$ cat config.mk
export PLATFORM = sky130hd
export DESIGN_NAME = slip_event_ctrl
export DESIGN_NICKNAME = d
export VERILOG_FILES = /design/src/inc/slip_evt_pkg.sv /design/src/inc/slip_event_if.sv /design/src/rtl/slip_buffer.sv /design/src/rtl/event_latch.sv /design/src/rtl/slip_event_ctrl.sv
export VERILOG_INCLUDE_DIRS = /design/src /design/src/inc
export SDC_FILE = /design/constraint.sdc
export NUM_CORES = 1
export LEC_CHECK = 0
export ABC_CLOCK_PERIOD_IN_PS = 2700
export BUFFER_PORTS_ARGS = -buffer_cell sky130_fd_sc_hd__buf_4
export CORE_ASPECT_RATIO = 0.8
export CORE_MARGIN = 5
export CORE_UTILIZATION = 40
export CTS_CLUSTER_DIAMETER = 50
export DETAILED_ROUTE_END_ITERATION = 6
export SLEW_MARGIN = 10
export SYNTH_ARGS = -nofsm -noshare
export SYNTH_HDL_FRONTEND = slang
export SYNTH_SLANG_ARGS = --single-unit
$ cat constraint.sdc
create_clock -name i_core_clk -period 2.7 [get_ports i_core_clk]
set_input_delay 0.135 -clock i_core_clk [delete_from_list [all_inputs] [get_ports i_core_clk]]
set_output_delay 0.135 -clock i_core_clk [all_outputs]
set_load 0.01 [all_outputs]
$ cat src/inc/slip_evt_defs.svh
/*
 * Constants of the slip-buffer event block: register indices, field
 * positions, reset values and buffer geometry.
 * Assumes it is included by its bare name, once or more.
 */
`ifndef SLIP_EVT_DEFS_SVH
`define SLIP_EVT_DEFS_SVH

// ==========================================================
// Register indices (byte address is four times the index)
`define IDX_STATUS 12'hb08
`define IDX_ENABLE 12'hb09
`define IDX_TX_STATUS 12'hb0a
`define APB_AW 16

// ==========================================================
// Field positions
`define BIT_RX_SLIP 0
`define BIT_RX_EMPTY 1
`define BIT_RX_FULL 2
`define BIT_TX_SLIP 5
`define BIT_TX_EMPTY 6
`define BIT_TX_FULL 7
`define ENABLE_MASK 8'he7

// ==========================================================
// Reset values
`define RST_STATUS 1'b0
`define RST_ENABLE 8'h00

// ==========================================================
// Buffer geometry: two E1 frames of 32 timeslots
`define SB_PTR_W 6
`define SB_CNT_W 7
`define SB_DEPTH 7'h40
`define SB_FRAME_PTR 6'h20
`define SB_FRAME_CNT 7'h20

`endif

$ cat src/inc/slip_evt_pkg.sv
/*
 * Types shared by the slip-buffer event block.
 * Assumes slip_evt_defs.svh is on the include path.
 */
package slip_evt_pkg;
`include "slip_evt_defs.svh"

    typedef logic [`SB_PTR_W-1:0] ptr_t;
    typedef logic [`SB_CNT_W-1:0] cnt_t;
    typedef logic [7:0] byte_t;

    typedef enum logic {
        ST_IDLE = 1'b0,
        ST_ACCESS = 1'b1
    } apb_state_e;
endpackage

$ cat src/inc/slip_event_if.sv
/*
 * Slip events from one slip buffer to the register block.
 * Assumes both ends sit on the same core clock.
 */
`timescale 1ns/1ps
interface slip_event_if;
    logic full_slip;
    logic empty_slip;

    modport src (output full_slip, output empty_slip);
    modport dst (input full_slip, input empty_slip);
endinterface

$ cat src/rtl/slip_buffer.sv
/*
 * Two-frame slip buffer: deletes a frame on a write when full,
 * repeats a frame on a read when empty, and reports each slip.
 * Assumes writer and reader run on the core clock.
 */
`timescale 1ns/1ps
`include "slip_evt_defs.svh"
module slip_buffer
    import slip_evt_pkg::*;
(
    // Clock and reset
    input wire logic i_core_clk,
    input wire logic i_rstn,
    // Stream
    input wire logic i_wr,
    input wire logic [7:0] i_wr_data,
    input wire logic i_rd,
    output byte_t o_rd_data,
    output logic o_rd_valid,
    // Events
    slip_event_if.src ev
);
    byte_t mem [0:`SB_DEPTH-1];
    ptr_t wr_ptr;
    ptr_t rd_ptr;
    cnt_t count;

    wire is_full = (count == `SB_DEPTH);
    wire full_slip = i_wr & is_full & ~i_rd;
    wire empty_slip = i_rd & (count == '0);
    // Step back one frame so the last frame is read again
    wire ptr_t rd_base = empty_slip ? ptr_t'(rd_ptr - `SB_FRAME_PTR) : rd_ptr;
    // Dropping the oldest frame makes room for the new word
    wire ptr_t next_rd_ptr = full_slip ? ptr_t'(rd_ptr + `SB_FRAME_PTR) :
                             (i_rd ? ptr_t'(rd_base + 1'b1) : rd_ptr);
    wire cnt_t next_count = cnt_t'(count + (empty_slip ? `SB_FRAME_CNT : '0)
                            - (full_slip ? `SB_FRAME_CNT : '0)
                            + {6'h00, i_wr} - {6'h00, i_rd});

    always_ff @(posedge i_core_clk) begin
        if (i_wr) begin
            mem[wr_ptr] <= i_wr_data;
        end
    end

    always_ff @(posedge i_core_clk or negedge i_rstn) begin
        if (!i_rstn) begin
            wr_ptr <= '0;
            rd_ptr <= '0;
            count <= '0;
            o_rd_valid <= 1'b0;
            o_rd_data <= 8'h00;
            ev.full_slip <= 1'b0;
            ev.empty_slip <= 1'b0;
        end else begin
            wr_ptr <= i_wr ? ptr_t'(wr_ptr + 1'b1) : wr_ptr;
            rd_ptr <= next_rd_ptr;
            count <= next_count;
            o_rd_valid <= i_rd;
            o_rd_data <= i_rd ? mem[rd_base] : o_rd_data;
            ev.full_slip <= full_slip;
            ev.empty_slip <= empty_slip;
        end
    end
endmodule

$ cat src/rtl/event_latch.sv
/*
 * Sticky event flags: a set pulse latches a bit, a clear mask drops it,
 * and a set in the same cycle as its clear wins.
 * Assumes set and clear come from the core clock domain.
 */
`timescale 1ns/1ps
`include "slip_evt_defs.svh"
module event_latch
    import slip_evt_pkg::*;
#(
    parameter int W = 6
) (
    // Clock and reset
    input wire logic i_core_clk,
    input wire logic i_rstn,
    // Set and clear
    input wire logic [W-1:0] i_set,
    input wire logic [W-1:0] i_clr,
    output logic [W-1:0] o_flags
);
    wire [W-1:0] next_flags;

    genvar k;
    generate
        for (k = 0; k < W; k++) begin : g_flag
            // A set in the clearing cycle wins, so no event is lost
            assign next_flags[k] = i_set[k] | (o_flags[k] & ~i_clr[k]);
        end
    endgenerate

    always_ff @(posedge i_core_clk or negedge i_rstn) begin
        if (!i_rstn) begin
            o_flags <= {W{`RST_STATUS}};
        end else begin
            o_flags <= next_flags;
        end
    end
endmodule

$ cat src/rtl/slip_event_ctrl.sv
/*
 * One E1 channel's receive and transmit slip buffers with their slip
 * event status, enable register and interrupt, reached over APB.
 * Assumes an APB master on the core clock and stream logic that
 * writes and reads the buffers on the same clock.
 */
// Chosen here: the APB interface to the registers.
`timescale 1ns/1ps
`include "slip_evt_defs.svh"

// Summary of operation
// - Empty receive read repeats frame, sets bit 1
// - Status bits sticky, cleared by read, reset 0
// - Receive slip bit 0 on fill or empty
// - Full receive write deletes frame, sets slip
// - Enable bit 7 read-write, resets to 0
// - Full transmit write deletes frame, sets status
// - Enable bit 7 gates transmit full interrupt
// - Full receive write sets bit 2
module slip_event_ctrl
    import slip_evt_pkg::*;
(
    // Clock and reset
    input wire logic i_core_clk,
    input wire logic i_rstn,
    // APB slave
    input wire logic i_psel,
    input wire logic i_penable,
    input wire logic i_pwrite,
    input wire logic [`APB_AW-1:0] i_paddr,
    input wire logic [31:0] i_pwdata,
    input wire logic [3:0] i_pstrb,
    output logic [31:0] o_prdata,
    output logic o_pready,
    output logic o_pslverr,
    // Interrupt
    output logic o_irq,
    // Receive slip buffer: line side writes, backplane reads
    input wire logic i_rx_wr_valid,
    input wire logic [7:0] i_rx_wr_data,
    input wire logic i_rx_rd_req,
    output logic [7:0] o_rx_rd_data,
    output logic o_rx_rd_valid,
    // Transmit slip buffer: backplane writes, line side reads
    input wire logic i_tx_wr_valid,
    input wire logic [7:0] i_tx_wr_data,
    input wire logic i_tx_rd_req,
    output logic [7:0] o_tx_rd_data,
    output logic o_tx_rd_valid
);
    // ==========================================================
    // Address decode
    function automatic logic reg_hit(input logic [`APB_AW-1:0] a,
                                     input logic [11:0] idx);
        reg_hit = (a[1:0] == 2'h0) && (a[`APB_AW-1:14] == 2'h0) && (a[13:2] == idx);
    endfunction

    apb_state_e state;
    apb_state_e next_state;
    byte_t enable;
    logic [5:0] flags;

    wire hit_st = reg_hit(i_paddr, `IDX_STATUS);
    wire hit_en = reg_hit(i_paddr, `IDX_ENABLE);
    wire hit_tx = reg_hit(i_paddr, `IDX_TX_STATUS);
    wire mapped = hit_st | hit_en | hit_tx;
    wire setup = i_psel & ~i_penable & (state == ST_IDLE);
    wire done = i_psel & i_penable & o_pready;
    wire wr_ok = done & i_pwrite & ~o_pslverr & i_pstrb[0];
    wire rd_ok = done & ~i_pwrite & ~o_pslverr;

    // ==========================================================
    // Buffers
    slip_event_if rx_ev ();
    slip_event_if tx_ev ();

    slip_buffer u_rx_buf (
        .i_core_clk (i_core_clk),
        .i_rstn (i_rstn),
        .i_wr (i_rx_wr_valid),
        .i_wr_data (i_rx_wr_data),
        .i_rd (i_rx_rd_req),
        .o_rd_data (o_rx_rd_data),
        .o_rd_valid (o_rx_rd_valid),
        .ev (rx_ev.src)
    );

    slip_buffer u_tx_buf (
        .i_core_clk (i_core_clk),
        .i_rstn (i_rstn),
        .i_wr (i_tx_wr_valid),
        .i_wr_data (i_tx_wr_data),
        .i_rd (i_tx_rd_req),
        .o_rd_data (o_tx_rd_data),
        .o_rd_valid (o_tx_rd_valid),
        .ev (tx_ev.src)
    );

    // ==========================================================
    // Status flags: [2:0] receive, [5:3] transmit
    wire [2:0] rx_set;
    wire [2:0] tx_set;
    assign rx_set[`BIT_RX_SLIP] = rx_ev.full_slip | rx_ev.empty_slip;
    assign rx_set[`BIT_RX_EMPTY] = rx_ev.empty_slip;
    assign rx_set[`BIT_RX_FULL] = rx_ev.full_slip;
    assign tx_set[`BIT_TX_SLIP-5] = tx_ev.full_slip | tx_ev.empty_slip;
    assign tx_set[`BIT_TX_EMPTY-5] = tx_ev.empty_slip;
    assign tx_set[`BIT_TX_FULL-5] = tx_ev.full_slip;

    // Read clears only what was returned, so an event landing between
    // the setup and access edges is not lost
    wire [2:0] rx_rd_clr = (rd_ok & hit_st) ? o_prdata[2:0] : 3'h0;
    wire [2:0] tx_rd_clr = (rd_ok & hit_tx) ? o_prdata[7:5] : 3'h0;
    wire [2:0] rx_wr_clr = (wr_ok & hit_st) ? i_pwdata[2:0] : 3'h0;
    wire [2:0] tx_wr_clr = (wr_ok & hit_tx) ? i_pwdata[7:5] : 3'h0;

    event_latch #(
        .W (6)
    ) u_flags (
        .i_core_clk (i_core_clk),
        .i_rstn (i_rstn),
        .i_set ({tx_set, rx_set}),
        .i_clr ({tx_rd_clr | tx_wr_clr, rx_rd_clr | rx_wr_clr}),
        .o_flags (flags)
    );

    // ==========================================================
    // Read mux; reserved bits read as zero
    wire [31:0] rd_word = hit_st ? {29'h0, flags[2:0]} :
                          hit_en ? {24'h0, enable} :
                          hit_tx ? {24'h0, flags[5:3], 5'h00} : 32'h0;
    wire [2:0] rx_unmasked = flags[2:0] & enable[2:0];
    wire [2:0] tx_unmasked = flags[5:3] & enable[7:5];
    wire irq_any = |{rx_unmasked, tx_unmasked};
    assign next_state = setup ? ST_ACCESS : (done ? ST_IDLE : state);

    // ==========================================================
    // APB slave: one wait-free access phase after each setup
    always_ff @(posedge i_core_clk or negedge i_rstn) begin
        if (!i_rstn) begin
            state <= ST_IDLE;
            o_pready <= 1'b0;
            o_pslverr <= 1'b0;
            o_prdata <= 32'h0;
        end else begin
            state <= next_state;
            o_pready <= setup;
            o_pslverr <= setup ? ~mapped : (done ? 1'b0 : o_pslverr);
            o_prdata <= setup ? (i_pwrite ? 32'h0 : rd_word) : o_prdata;
        end
    end

    // ==========================================================
    // Enable register and interrupt
    always_ff @(posedge i_core_clk or negedge i_rstn) begin
        if (!i_rstn) begin
            enable <= `RST_ENABLE;
            o_irq <= 1'b0;
        end else begin
            if (wr_ok && hit_en) begin
                enable <= i_pwdata[7:0] & `ENABLE_MASK;
            end
            o_irq <= irq_any;
        end
    end
endmodule

* After elaboration in Yosys (flattened, before gate mapping) *
Memory sizes are Yosys's and may differ from the RTL's. A register that Yosys moved wholly into a read port is not among the register bits.
Index checks and enable logic that the tools add are counted.

operators by class
  eq/ne operators = 5
  muxes and demuxes = 25
  reductions and logical operators = 15
  bitwise operators = 52
  add/subtract/negate cells = 16

operator list
  cell                  number
  $mux 6                10
  $eq 12x12->1 const B  3
  $mux 8                4
  $and 1x1->1           25
  $add 6x1->6 const B   4
  $add 7x1->7           2
  $add 7x7->7           2
  $eq 7x7->1 const B    2
  $logic_not 7->1       2
  $sub 7x1->7           2
  $sub 7x7->7           2
  $not 1->1             13
  $add 6x6->6 const B   2
  $mux 3                4
  $sub 6x6->6 const B   2
  $or 1x1->1            10
  $mux 1                7
  $and 3x3->3           2
  $or 3x3->3            2
  $reduce_bool 2->1     3
  $reduce_or 6->1       1
  $logic_and 1x1->1     5
  $logic_not 2->1       2
  $logic_not 1->1       2

word-level totals
  memories = 2
  RAM bits = 1024
  flip-flop bits (word level) = 92
  logic and storage cells = 134
  input port bits = 77

memories
  memory        words  bits a word  read ports  clocked after memory_dff  wr ports  line               RTL
  u_rx_buf.mem  64     8            1           1                         1         slip_buffer.sv:23  byte_t mem [0:`SB_DEPTH-1];
  u_tx_buf.mem  64     8            1           1                         1         slip_buffer.sv:23

* Logic depth before layout (Yosys ltp) *
Gate-level depths: netlist of the first run.

  depth in word-level cells = 11
  depth in mapped cells = 11
  gate-level depth less buffers = 11

* Modules after synthesis *
A second synthesis of the first run with hierarchy kept.

second synthesis, totals
  cells, all modules = 2250
  area total of the unflattened synthesis = 44109.8 µm²

by module, submodules not included
  module                  sequential area each (µm²)  area an instance (µm²)  times used  cells each
  slip_buffer (u_rx_buf)  16125.5                     21504.4                 1           1084
  slip_buffer (u_tx_buf)  16125.5                     21319.2                 1           1033
  slip_event_ctrl         400.4                       1068.5                  1           115
  event_latch             150.1                       217.7                   1           18

* Worst setup path after synthesis of the first run *
No wires, ideal clock.

  path type = register to register
  start point = register u_tx_buf.count[2]
  end point = register u_tx_buf.count[6]
  setup slack = 0.171 ns
  clock period less this slack = 2.529 ns
  setup time = 0.124 ns
  required time = 2.576 ns
  stages on the path, launching flop included = 12
  arrival = 2.404 ns
  cell sequence = dfrtp_1 inv_1 ha_1 or4b_1 or3_1 nor2_1 nor2_1 ha_1 inv_1 ha_1 a21oi_1 xnor2_1

between the ends
  cells in the longest elaborated chain, start to end = 7
  elaborated cells between the ends (all ways) = 11
  classes of those cells = add/sub (4); eq/ne (1); mux (2); bitwise (3); reduce/logical (1)

RTL lines
  element                           line               RTL
  start, declared                   slip_buffer.sv:26  cnt_t count;
  start signal, assigned            slip_buffer.sv:58  count <= next_count;
  $logic_not 7->1                   slip_buffer.sv:30  wire empty_slip = i_rd & (count == '0);
  $and 1x1->1                       slip_buffer.sv:30
  named net u_tx_buf.empty_slip     slip_buffer.sv:30
  $mux 6                            slip_buffer.sv:36  wire cnt_t next_count = cnt_t'(count + (empty_slip ? `SB_FRAME_CNT : '0)
  $add 7x7->7                       slip_buffer.sv:36
  $sub 7x7->7                       slip_buffer.sv:36
  $add 7x1->7                       slip_buffer.sv:36
  $sub 7x1->7                       slip_buffer.sv:36
  named net u_tx_buf.next_count[6]  slip_buffer.sv:36

The timed path passes the listed nets, and every way through them passes these cells.
A chain may end at the register's enable or synchronous reset.

* Final worst setup path of the first run *
  start point = input i_paddr[7]
  end point = register o_prdata[5]

between the ends
  cells in the longest elaborated chain, start to end = 6
  elaborated cells between the ends (all ways) = 10
  classes of those cells = eq/ne (3); mux (4); reduce/logical (3)

RTL lines
  element               line                    RTL
  start, declared       slip_event_ctrl.sv:30   input wire logic [`APB_AW-1:0] i_paddr,
  $eq 12x12->1          slip_event_ctrl.sv:55   reg_hit = (a[1:0] == 2'h0) && (a[`APB_AW-1:14] == 2'h0) && (a[13:2] == idx);
  $logic_and 1x1->1     slip_event_ctrl.sv:55
  $mux 8                slip_event_ctrl.sv:131  hit_tx ? {24'h0, flags[5:3], 5'h00} : 32'h0;
  $mux 8                slip_event_ctrl.sv:130  hit_en ? {24'h0, enable} :
  $mux 8 *              slip_event_ctrl.sv:129  wire [31:0] rd_word = hit_st ? {29'h0, flags[2:0]} :
  $mux 8 *              slip_event_ctrl.sv:149  o_prdata <= setup ? (i_pwrite ? 32'h0 : rd_word) : o_prdata;
  end signal, assigned  slip_event_ctrl.sv:149
  end, declared         slip_event_ctrl.sv:33   output logic [31:0] o_prdata,

Every way passes the cells marked *; elsewhere a longest branch is shown, timed or not.

==> summary.txt, run 1 <==
CTS max path bufs - 3
Number of global-route vias before repair - 23170
Core Area - 0.1088 mm2
Cells after Synth - 2207
Synthesis-stage register bit count - 1106
Die ar. - 0.1166 mm2
RSZ-0062 raised after global routing - yes
Die Wd - 380.5 um
WL/cell - 25.38 um
VDD IR max - 0.5501 mV
Cell area after layout - 0.05200 mm2
Share of layout cells above drive strength 1 - 30.15%
Netlist Area Pre-Place - 0.04393 mm2
# DRC - 0
Top-level I/O count - 130
Worst min path class - in2reg
DIE HEIGHT - 306.4 um
Cell Pwr Density - 1009 mW/mm2
Worst setup EP type - flop
Post-synth top area cell - edfxtp_1
Status - finished clean
Initial DRT Pass Iterations - 5
Port bufs - 74
Leak Pwr - 0.01752 uW
Seq/Total Area, Yosys - 74.67%
Number of synthesis warnings - 0
R2r worst-path depth - 6
DP HPWL - 66820 um
WL final - 104000 um
Async set-reset flop share out of synthesis - 7.414%
Synth cell types - 65
Nets@finish - 2677
Reg2reg setup slack - 60 ps
Max-Cap Viols - 0
CTS tree - yes
Top FF cell, synth - edfxtp_1
Count of pins over their slew limit - 0
Final hold violations - 0
Total GRT Usage - 17.74%
R2R Path End - u_rx_buf.o_rd_data[7]$_DFFE_PN0P_
Worst-path maximum fanout - 4
Worst slew pin tran - 1043 ps
Slew Limit Headroom - 30.16%
Root Driver - clkbuf_16
Initial antenna violation count - 0
GP Congestion - 0.8542
Via Count - 22680
Worst Setup EP - o_prdata[5]$_DFFE_PN0P_
Ranking of synthesized cells by area - edfxtp_1 (70%), mux4_2 (13%), dfrtp_1 (4.7%), mux2i_1 (1.6%), nor2_1 (1.3%)
Global-route wire length before repair - 154700 um
Number of core rows - 108
DRT antenna net count - 0
Number of diodes - 0
Starting Density - 40.38%
DR vias/cell - 5.535
CTS Sinks - 1106
Worst endpoint data arrival time - 3310 ps
Post-synth EDFFs - 1024
Worst setup path start - i_paddr[7]
CTS clock-pin slew for the worst setup and hold paths - 60 ps
Largest net degree at the start of global routing - 67
Post-synth top area share - 70.00%
Setup Crit Path Kind - in2reg
Worst setup SP type - primary input
Placed cell area - 0.04779 mm2
H-tree levels - 3
Power Total - 52480 uW
Ratio of final minimum period to clock period - 98.96%
# setup viols final - 0
Clock period minus worst slack - 2672 ps
Fmax - 374.3 MHz
DRT iter0 DRCs - 2298
Clock skew - 51.28 ps
Syn avg cell area - 19.90 um2
Clock network latency to the later pin of the worst-skew pair - 730 ps
Num CTS Buffers - 108
Area delta synth->final - 18.37%
Crit path required time - 3330 ps
Reg2Reg Launch Point - u_rx_buf.rd_ptr[0]$_DFFE_PN0P_
Grt ovf - 0
-- area by class of cell --
cell class	count	area, um2
clock buffers	135	2845
fillers	8870	56780
clock inverters	68	885.9
flip-flops and latches	1106	32820
multi-input cells	941	10340
inverters	44	165.2
well taps	1430	1789
repair buffers	373	3149
-- state kept, by name (all words and copies together), names as in the netlist, 7 cells and up --
register	count
u_tx_buf.count	7
u_tx_buf.o_rd_data	8
u_tx_buf.mem	512
u_rx_buf.o_rd_data	8
u_rx_buf.count	7
u_rx_buf.mem	512
-- timing repair --
item                                   CTS  global route
gates resized for setup                  1             8
gates cloned                             0             1
pin swaps                                0             1
endpoints found under the hold margin  719             2
setup endpoints to repair                1             6
setup buffers                            0             3
hold buffers                            37             2
-- how the worst min path moves through the flow --
stage | startpoint | to | slack, ps | cells after the start
after global routing | i_rx_wr_data[1] | u_rx_buf.mem[10][1]$_DFFE_PP_ | 10 | 1
after CTS | i_rx_wr_data[1] | u_rx_buf.mem[10][1]$_DFFE_PP_ | 7 | 1
after detailed placement | i_penable | state$_DFFE_PN0P_ | 360 | 2
after floorplan | i_rstn | enable[0]$_DFFE_PN0P_ | -160 | 0
after global placement | i_penable | state$_DFFE_PN0P_ | 340 | 2
final | i_rx_wr_data[1] | u_rx_buf.mem[55][1]$_DFFE_PP_ | 10 | 1
-- per-stage QoR --
stage	util (%)	TNS, ps	hold WS, ps	cells	setup slack [ps]
3_5_place_dp	43.94	0	355.8	3852	14.16
4_1_cts	47.71	0	7.101	4092	41.36
5_1_grt	47.80	-55.17	11.89	4097	-42.90
2_1_floorplan	-	0	-160.6	2232	171.2
3_3_place_gp	43.94	0	339.0	3852	34.38
6_report	47.80	0	10.03	4097	28.14
-- report_power, final --
part | internal [uW] | total, uW | leakage [uW] | switching [uW]
registers | 19800 | 20900 | 0.0102 | 1130
clock network | 9090 | 15600 | 0.00180 | 6550
logic | 7640 | 15900 | 0.00551 | 8300
-- synth_stat cells, types with 24 or more instances --
library cell / instances
mux4_2: 253
dfrtp_1: 82
nor2_1: 151
xnor2_1: 24
mux2i_1: 72
o221ai_1: 25
edfxtp_1: 1024
buf_2: 31
clkbuf_1: 54
nand2_1: 52
inv_1: 42
a22oi_1: 34
buf_4: 38
ha_1: 24
mux2_2: 26
-- layout by cell type (no fill, tap or decap), types with 16 or more instances in the layout --
cell type / n
a22oi_1: 34
buf_12: 17
buf_4: 315
bufinv_16: 16
clkbuf_1: 24
clkbuf_16: 110
clkinv_2: 21
conb_1: 26
dfrtp_1: 76
dlygate4sd3_1: 38
edfxtp_1: 1024
ha_1: 24
inv_1: 42
mux2_2: 26
mux2i_1: 72
mux4_2: 253
nand2_1: 52
nand3_1: 21
nor2_1: 150
nor2b_1: 16
nor3_1: 21
o21ai_0: 18
o221ai_1: 25
xnor2_1: 24
-- critical path, cell delays in order --
cell and delay [ps]:
dlygate4sd3_1 530, buf_4 130, nor2_1 70, dlygate4sd3_1 550, nand4_1 160, dlygate4sd3_1 630
or2_2 320, o31ai_1 200, dlygate4sd3_1 580
-- logic make-up after synthesis --
group	Yosys count	share of synthesized area [%]
XOR/XNOR	32	0.6380
adder cells (fa/ha/maj)	26	0.7747
other	1	0.008537
AO/OA/AOI/OAI	179	3.045
buffers and inverters	185	2.071
multiplexers	352	15.31
AND/OR/NAND/NOR	326	3.481
flip-flops	1106	74.67
-- per-layer routing --
| metal | vias up | global-route usage [%] | share of wire, % |
|---|---|---|---|
| li1 | 9697 | - | - |
| met3 | 124 | 4.331 | 9.0 |
| met1 | 11910 | 27.27 | 45 |
| met5 | - | 0 | 0 |
| met2 | 941 | 25.74 | 44 |
| met4 | 0 | 4.072 | 1.9 |
(Power assumes the default switching activity.)
==> inputs of run 2 (changes only) <==
- ABC_AREA: not set -> 1
==> run 2 against run 1 <==
Sequential share of layout area shrank 2.6 points. Flip-flop and latch count is the same. Highest routed layer unchanged. Critical endpoint is now u_flags.o_flags[3]$_DFF_PN0_. Cell count grew 51%. Non-clock buffer count shrank 68. Global-route usage grew 1.3 points. Critical path type is now reg2reg. Routed wire length grew 15%. Maximum frequency grew 6.0%.
==> summary.txt, run 2 <==
Top flop regs - u_rx_buf.mem: 512 flops, u_tx_buf.mem: 512 flops
Cell Pwr Density - 1013 mW/mm2 (+0.33%)
CTS Sinks - 1106 (unchanged)
DP HPWL - 69700 um (+4.3%)
WL/cell - 19.36 um (-24%)
Crit path required time - 3310 ps (-20 ps)
Critical-path top delay cell - dlygate4sd3_1
Async set-reset flop share out of synthesis - 7.414% (unchanged)
Most common cell after layout, fill and taps aside - nand2_1
Syn avg cell area - 10.79 um2 (-46%)
Total GRT Usage - 19.04% (+1.3 points)
Via Count - 31130 (+37%)
CTS tree - yes
Worst setup EP type - flop
Commonest cells post-synth - nand2_1 (1317), edfxtp_1 (1024), nand3_1 (567), nor2_1 (484), inv_1 (290)
Power Total - 54890 uW (+4.6%)
Synthesis-stage register bit count - 1106 (unchanged)
DR vias/cell - 5.029 (-9.1%)
Placed cell count - 5932 (+54%)
Core Util, Final - 46.55% (-1.2 points)
Starting Density - 40.22% (-0.17 points)
Cells after Synth - 4339 (+97%)
Clock skew - 57.36 ps (+6.084 ps)
GP Congestion - 0.8551 (+0.11%)
VDD IR max - 0.9241 mV (+68%)
Worst-path maximum fanout - 4 (unchanged)
Final hold violations - 0 (unchanged)
Worst endpoint data arrival time - 3130 ps (-180 ps)
Max-Cap Viols - 0 (unchanged)
Count of pins over their slew limit - 0 (unchanged)
Worst setup SP type - flop
Post-synth top area cell - edfxtp_1
Root Driver - clkbuf_16
Number of fill cells - 10540 (+19%)
Top-level I/O count - 130 (unchanged)
WL final - 119900 um (+15%)
Ranking of synthesized cells by area - edfxtp_1 (66%), nand2_1 (11%), nand3_1 (6.1%), dfrtp_1 (4.4%), nor2_1 (3.9%)
Global-route wire length before repair - 180600 um (+17%)
Largest net degree at the start of global routing - 119 (+78%)
Count leader, synth - nand2_1
Number of global-route vias before repair - 29650 (+28%)
Post-CTS Setup Inserts - 0 (unchanged)
Number of synthesis warnings - 0 (unchanged)
Slew Limit Headroom - 38.84% (+8.7 points)
Synth cell types - 39 (-40%)
Netlist Area Pre-Place - 0.04683 mm2 (+6.6%)
CTS clock-pin slew for the worst setup and hold paths - 60 ps (about the same)
# setup viols final - 0 (unchanged)
DRT iter0 DRCs - 3142 (+37%)
Most frequent cells in the layout - nand2_1 (1317), edfxtp_1 (1024), nand3_1 (567), nor2_1 (484), inv_1 (288)
# DRC - 0 (unchanged)
Post-synth top area share - 65.66% (-4.3 points)
Number of diodes - 0 (unchanged)
Reg2Reg Launch Point - o_pready$_DFF_PN0_
Worst min path class - in2async
Reg2reg setup slack - 180 ps (+120 ps)
Setup Crit Path Kind - reg2reg
Clock period minus worst slack - 2520 ps (-151.9 ps)
H-tree levels - 3 (unchanged)
Num CTS Buffers - 117 (+8.3%)
Core Area - 0.1165 mm2 (+7.1%)
Die Wd - 392.6 um (+3.2%)
Leak Pwr - 0.02112 uW (+21%)
R2R Path End - u_flags.o_flags[3]$_DFF_PN0_
Critical Path Max Stage Delay - 590 ps (-40 ps)
Nets@finish - 4653 (+74%)
Initial antenna violation count - 0 (unchanged)
Post-synth EDFFs - 1024 (unchanged)
Worst setup path start - o_pready$_DFF_PN0_
CTS max path bufs - 3 (unchanged)
Fmax - 396.8 MHz (+6.0%)
Grt ovf - 0 (unchanged)
DIE HEIGHT - 316.0 um (+3.1%)
Seq/Total Area, Yosys - 70.04% (-4.6 points)
Share of layout cells above drive strength 1 - 10.36% (-20 points)
CP cell instances - nand3_1 > nor3_1 > nand4_1 > dlygate4sd3_1 > nand3_1 > dlygate4sd3_1 > nand2_1
Status - finished clean
DRT antenna net count - 0 (unchanged)
Number of core rows - 112 (+3.7%)
Port bufs - 74 (unchanged)
Worst slew pin tran - 914.0 ps (-128.7 ps)
Area delta synth->final - 15.76%
Top FF cell, synth - edfxtp_1
Clock network latency to the later pin of the worst-skew pair - 730 ps (about the same)
Die ar. - 0.1241 mm2 (+6.4%)
Initial DRT Pass Iterations - 5 (unchanged)
R2r worst-path depth - 7 (+1)
Ratio of final minimum period to clock period - 93.33% (-5.6 points)
Post-Layout Cell Count - 6191 (+51%)
## run 2: cell types whose count changed after synthesis, sizes merged, moves of 24 or more
cell / delta
nor2: +335
o21ai: +128
xnor2: -24
o221ai: -25
nand2: +1266
mux4: -253
inv: +255
buf: +98
nand3: +546
mux2: -24
a21oi: +33
a22oi: -33
mux2i: -72
## run 2: cells by family after synthesis
group | synth area share, %
AND/OR/NAND/NOR | 21.25
flip-flops | 70.04
buffers and inverters | 5.103
AO/OA/AOI/OAI | 2.365
adder cells (fa/ha/maj) | 0.7267
XOR/XNOR | 0.4301
multiplexers | 0.07213
other | 0.008007
## run 2: critical path, delay by kind of cell (launching register included)
kind,cells,cell delay (ps)
and+or+nand+nor,5,940
buffers and inverters,2,1140
DFF,1,340
## run 2: layout make-up
type                       instances  area [um2]  share of cell area, %
clock inverter                    83       803.3                  1.482
inverter                         304        1155                  2.130
multi-input combinational       2716       11750                  21.67
timing repair buffer             305        2695                  4.971
sequential                      1106       32810                  60.53
clock buffer                     138        3070                  5.664
tap                             1539        1926                  3.552
## run 2: worst max path at each step
| stage | slack, ps | to | depth (start not counted) |
|---|---|---|---|
| finish | 180 | u_flags.o_flags[3]$_DFF_PN0_ | 7 |
| global route | -10 | u_rx_buf.count[6]$_DFF_PN0_ | 13 |
| CTS | 210 | u_tx_buf.count[6]$_DFF_PN0_ | 15 |
| detailed placement | 230 | u_rx_buf.count[6]$_DFF_PN0_ | 13 |
| global placement | 190 | u_tx_buf.count[6]$_DFF_PN0_ | 15 |
| floorplan | 350 | u_rx_buf.count[6]$_DFF_PN0_ | 13 |
## run 2: repair_timing
item / CTS / global route
endpoints found under the hold margin: 440 / 0
endpoints found under the setup margin: 0 / 2
resized for setup: 0 / 2
hold buffers: 38 / 0
## run 2: where the power goes
group          leakage (uW)  switching, uW  internal (uW)
combinational       0.00906          13000           5560
sequential           0.0102            544          19700
clock               0.00185           6920           9150
## run 2: stage by stage
stage / TNS, ps / worst slack, ps / hold WS, ps / area [um2]
detailed placement: 0 / 226.8 / 171.0 / 49940
floorplan: 0 / 349.2 / -160.6 / 46930
global placement: 0 / 190.8 / 175.9 / 49940
global route: -12.15 / -12.15 / 43.32 / 54210
finish: 0 / 180.1 / 58.19 / 54210
CTS: 0 / 208.0 / 1.671 / 54200
## run 2: metal layers
layer / global-route usage (%) / share of wire [%] / up-vias
li1: - / - / 14950
met1: 28.76 / 47 / 14990
met2: 27.79 / 43 / 1007
met3: 4.231 / 7.9 / 182
met4: 5.311 / 2.5 / 0
met5: 0 / 0 / -
==> inputs of run 3 (changes only) <==
- CORE_UTILIZATION: 40 -> 24
- REMOVE_ABC_BUFFERS: not set -> 1
==> run 3 against run 2 <==
Worst hold slack lost 28 ps. Combinational power barely moved. Register-to-register slack better by 20 ps. Total power shrank 1.6%. Critical endpoint unchanged. Largest cell class unchanged. Largest power group unchanged. Highest routed layer unchanged.
==> summary.txt, run 3 (synthesized netlist as in run 2, its figures left out) <==
Number of global-route vias before repair - 30120 (+1.6%)
Most frequent cells in the layout - nand2_1 (1317), edfxtp_1 (1024), nand3_1 (567), nor2_1 (484), inv_1 (288)
Total GRT Usage - 11.53% (-7.5 points)
Count of pins over their slew limit - 0 (unchanged)
VDD IR max - 0.8398 mV (-9.1%)
Global-route wire length before repair - 184600 um (+2.2%)
Worst slew pin tran - 961.8 ps (+47.76 ps)
Fmax - 400.5 MHz (+0.91%)
Initial DRT Pass Iterations - 6 (+1)
Area delta synth->final - 17.30%
Worst setup SP type - flop
Initial antenna violation count - 6 (+6)
Top flop regs - u_rx_buf.mem: 512 flops, u_tx_buf.mem: 512 flops
R2R Path End - u_flags.o_flags[3]$_DFF_PN0_
Leak Pwr - 0.02092 uW (-0.96%)
Reg2Reg Launch Point - o_pready$_DFF_PN0_
DIE HEIGHT - 405.1 um (+28%)
Clock skew - 27.03 ps (-30.33 ps)
Die Wd - 503.9 um (+28%)
Hold Path Depth - 1
Top-level I/O count - 130 (unchanged)
Hold endpoint - u_rx_buf.mem[20][0]$_DFFE_PP_
Critical-path top delay cell - dlygate4sd3_1
Core Area - 0.1947 mm2 (+67%)
DRT antenna net count - 0 (unchanged)
Worst min path class - in2reg
CTS max path bufs - 3 (unchanged)
Max-Cap Viols - 0 (unchanged)
Number of core rows - 145 (+29%)
Critical Path Max Stage Delay - 590 ps (about the same)
CTS clock-pin slew for the worst setup and hold paths - 70 ps (about the same)
WL/cell - 16.90 um (-13%)
Hold path start - i_rx_wr_data[0]
Crit path required time - 3290 ps (-20 ps)
# setup viols final - 0 (unchanged)
Hold WS - 30.62 ps (-27.57 ps)
Port bufs - 74 (unchanged)
Setup Crit Path Kind - reg2reg
# DRC - 0 (unchanged)
Clock network latency to the later pin of the worst-skew pair - 720 ps (about the same)
Via Count - 31320 (+0.58%)
Starting Density - 24.06% (-16 points)
DRT iter0 DRCs - 3121 (-0.67%)
Slew Limit Headroom - 35.88% (-3.0 points)
Worst setup EP type - flop
Worst-path maximum fanout - 4 (unchanged)
Worst endpoint data arrival time - 3080 ps (-50 ps)
Root Driver - clkbuf_16
R2r worst-path depth - 7 (unchanged)
Number of fill cells - 20010 (+90%)
Ratio of final minimum period to clock period - 92.49% (-0.84 points)
Largest net degree at the start of global routing - 108 (-9.2%)
GP Congestion - 0.8645 (+1.1%)
Cell Pwr Density - 983.7 mW/mm2 (-2.8%)
Grt ovf - 0 (unchanged)
Die ar. - 0.2041 mm2 (+65%)
CP cell instances - nand3_1 > nor3_1 > nand4_1 > dlygate4sd3_1 > nand3_1 > dlygate4sd3_1 > nand2_1
WL final - 121600 um (+1.4%)
Core Util, Final - 28.22% (-18 points)
Share of layout cells above drive strength 1 - 10.13% (-0.23 points)
Final hold violations - 0 (unchanged)
Num CTS Buffers - 105 (-10%)
Most common cell after layout, fill and taps aside - nand2_1
DP HPWL - 72230 um (+3.6%)
Nets@finish - 4631 (-0.47%)
Status - finished clean
CTS Sinks - 1106 (unchanged)
DR vias/cell - 4.354 (-13%)
CTS tree - yes
Clock period minus worst slack - 2497 ps (-22.77 ps)
H-tree levels - 3 (unchanged)
RSZ-0062 raised after global routing - no
Reg2reg setup slack - 200 ps (+20 ps)
==> run 3: report_power, final <==
part,switching [uW],internal [uW]
Clock,6560,8370
Combinational,13100,5630
Sequential,666,19700
Total,20400,33700
==> run 3: what timing repair did <==
item                       4_1_cts  5_1_grt
hold buffers                    23        0
buffers inserted                 0        0
setup endpoints to repair        0        2
gates resized for setup          0        2
hold endpoints to repair       114        0
==> run 3: per-stage QoR <==
| step | total power, uW | cell area [um2] | TNS (ps) | std cells | worst slack [ps] |
|---|---|---|---|---|---|
| detailed placement | 39350 | 51240 | 0 | 6970 | 180.1 |
| global route | 57250 | 54930 | 0 | 7192 | 56.55 |
| floorplan | 30360 | 45680 | -128390 | 4126 | -6371 |
| CTS | 54350 | 54910 | 0 | 7190 | 160.6 |
| finish | 54040 | 54930 | 0 | 7193 | 202.9 |
| global placement | 39150 | 51240 | 0 | 6970 | 120.9 |
==> run 3: routing by layer <==
metal | GRT usage (%) | routed length [um] | up-vias
li1 | - | - | 14910
met1 | 16.62 | 55700 | 15220
met2 | 17.46 | 53280 | 1000
met3 | 2.748 | 9747 | 194
met4 | 2.854 | 2838 | 0
met5 | 0 | 0 | -
==> run 3: layout make-up <==
type / instances / area [um2] / share of cell area [%]
Inverter: 304 / 1155 / 2.102
Clock inverter: 60 / 620.6 / 1.130
Multi-Input combinational cell: 2716 / 11750 / 21.39
Antenna cell: 3 / 7.507 / 0.01367
Sequential cell: 1106 / 32810 / 59.74
Clock buffer: 137 / 2820 / 5.134
Timing Repair Buffer: 295 / 2547 / 4.637
Tap cell: 2572 / 3218 / 5.858
==> run 3: worst max path at each step <==
stage | start | to | slack (ps) | cells past startpoint
after floorplan | u_rx_buf.rd_ptr[0]$_DFFE_PN0P_ | u_rx_buf.o_rd_data[3]$_DFFE_PN0P_ | -6370 | 9
after global placement | u_rx_buf.count[2]$_DFF_PN0_ | u_rx_buf.count[6]$_DFF_PN0_ | 120 | 13
after detailed placement | u_rx_buf.count[2]$_DFF_PN0_ | u_rx_buf.count[6]$_DFF_PN0_ | 180 | 13
after CTS | u_rx_buf.count[2]$_DFF_PN0_ | u_rx_buf.count[6]$_DFF_PN0_ | 160 | 13
after global routing | u_rx_buf.count[2]$_DFF_PN0_ | u_rx_buf.count[6]$_DFF_PN0_ | 60 | 13
final | o_pready$_DFF_PN0_ | u_flags.o_flags[3]$_DFF_PN0_ | 200 | 7
==> run 3: worst max-delay path, delay by kind of cell (launching register included) <==
kind / cells / cell delay [ps]
simple gates: 5 / 900
buf+inv: 2 / 1140
flops: 1 / 350
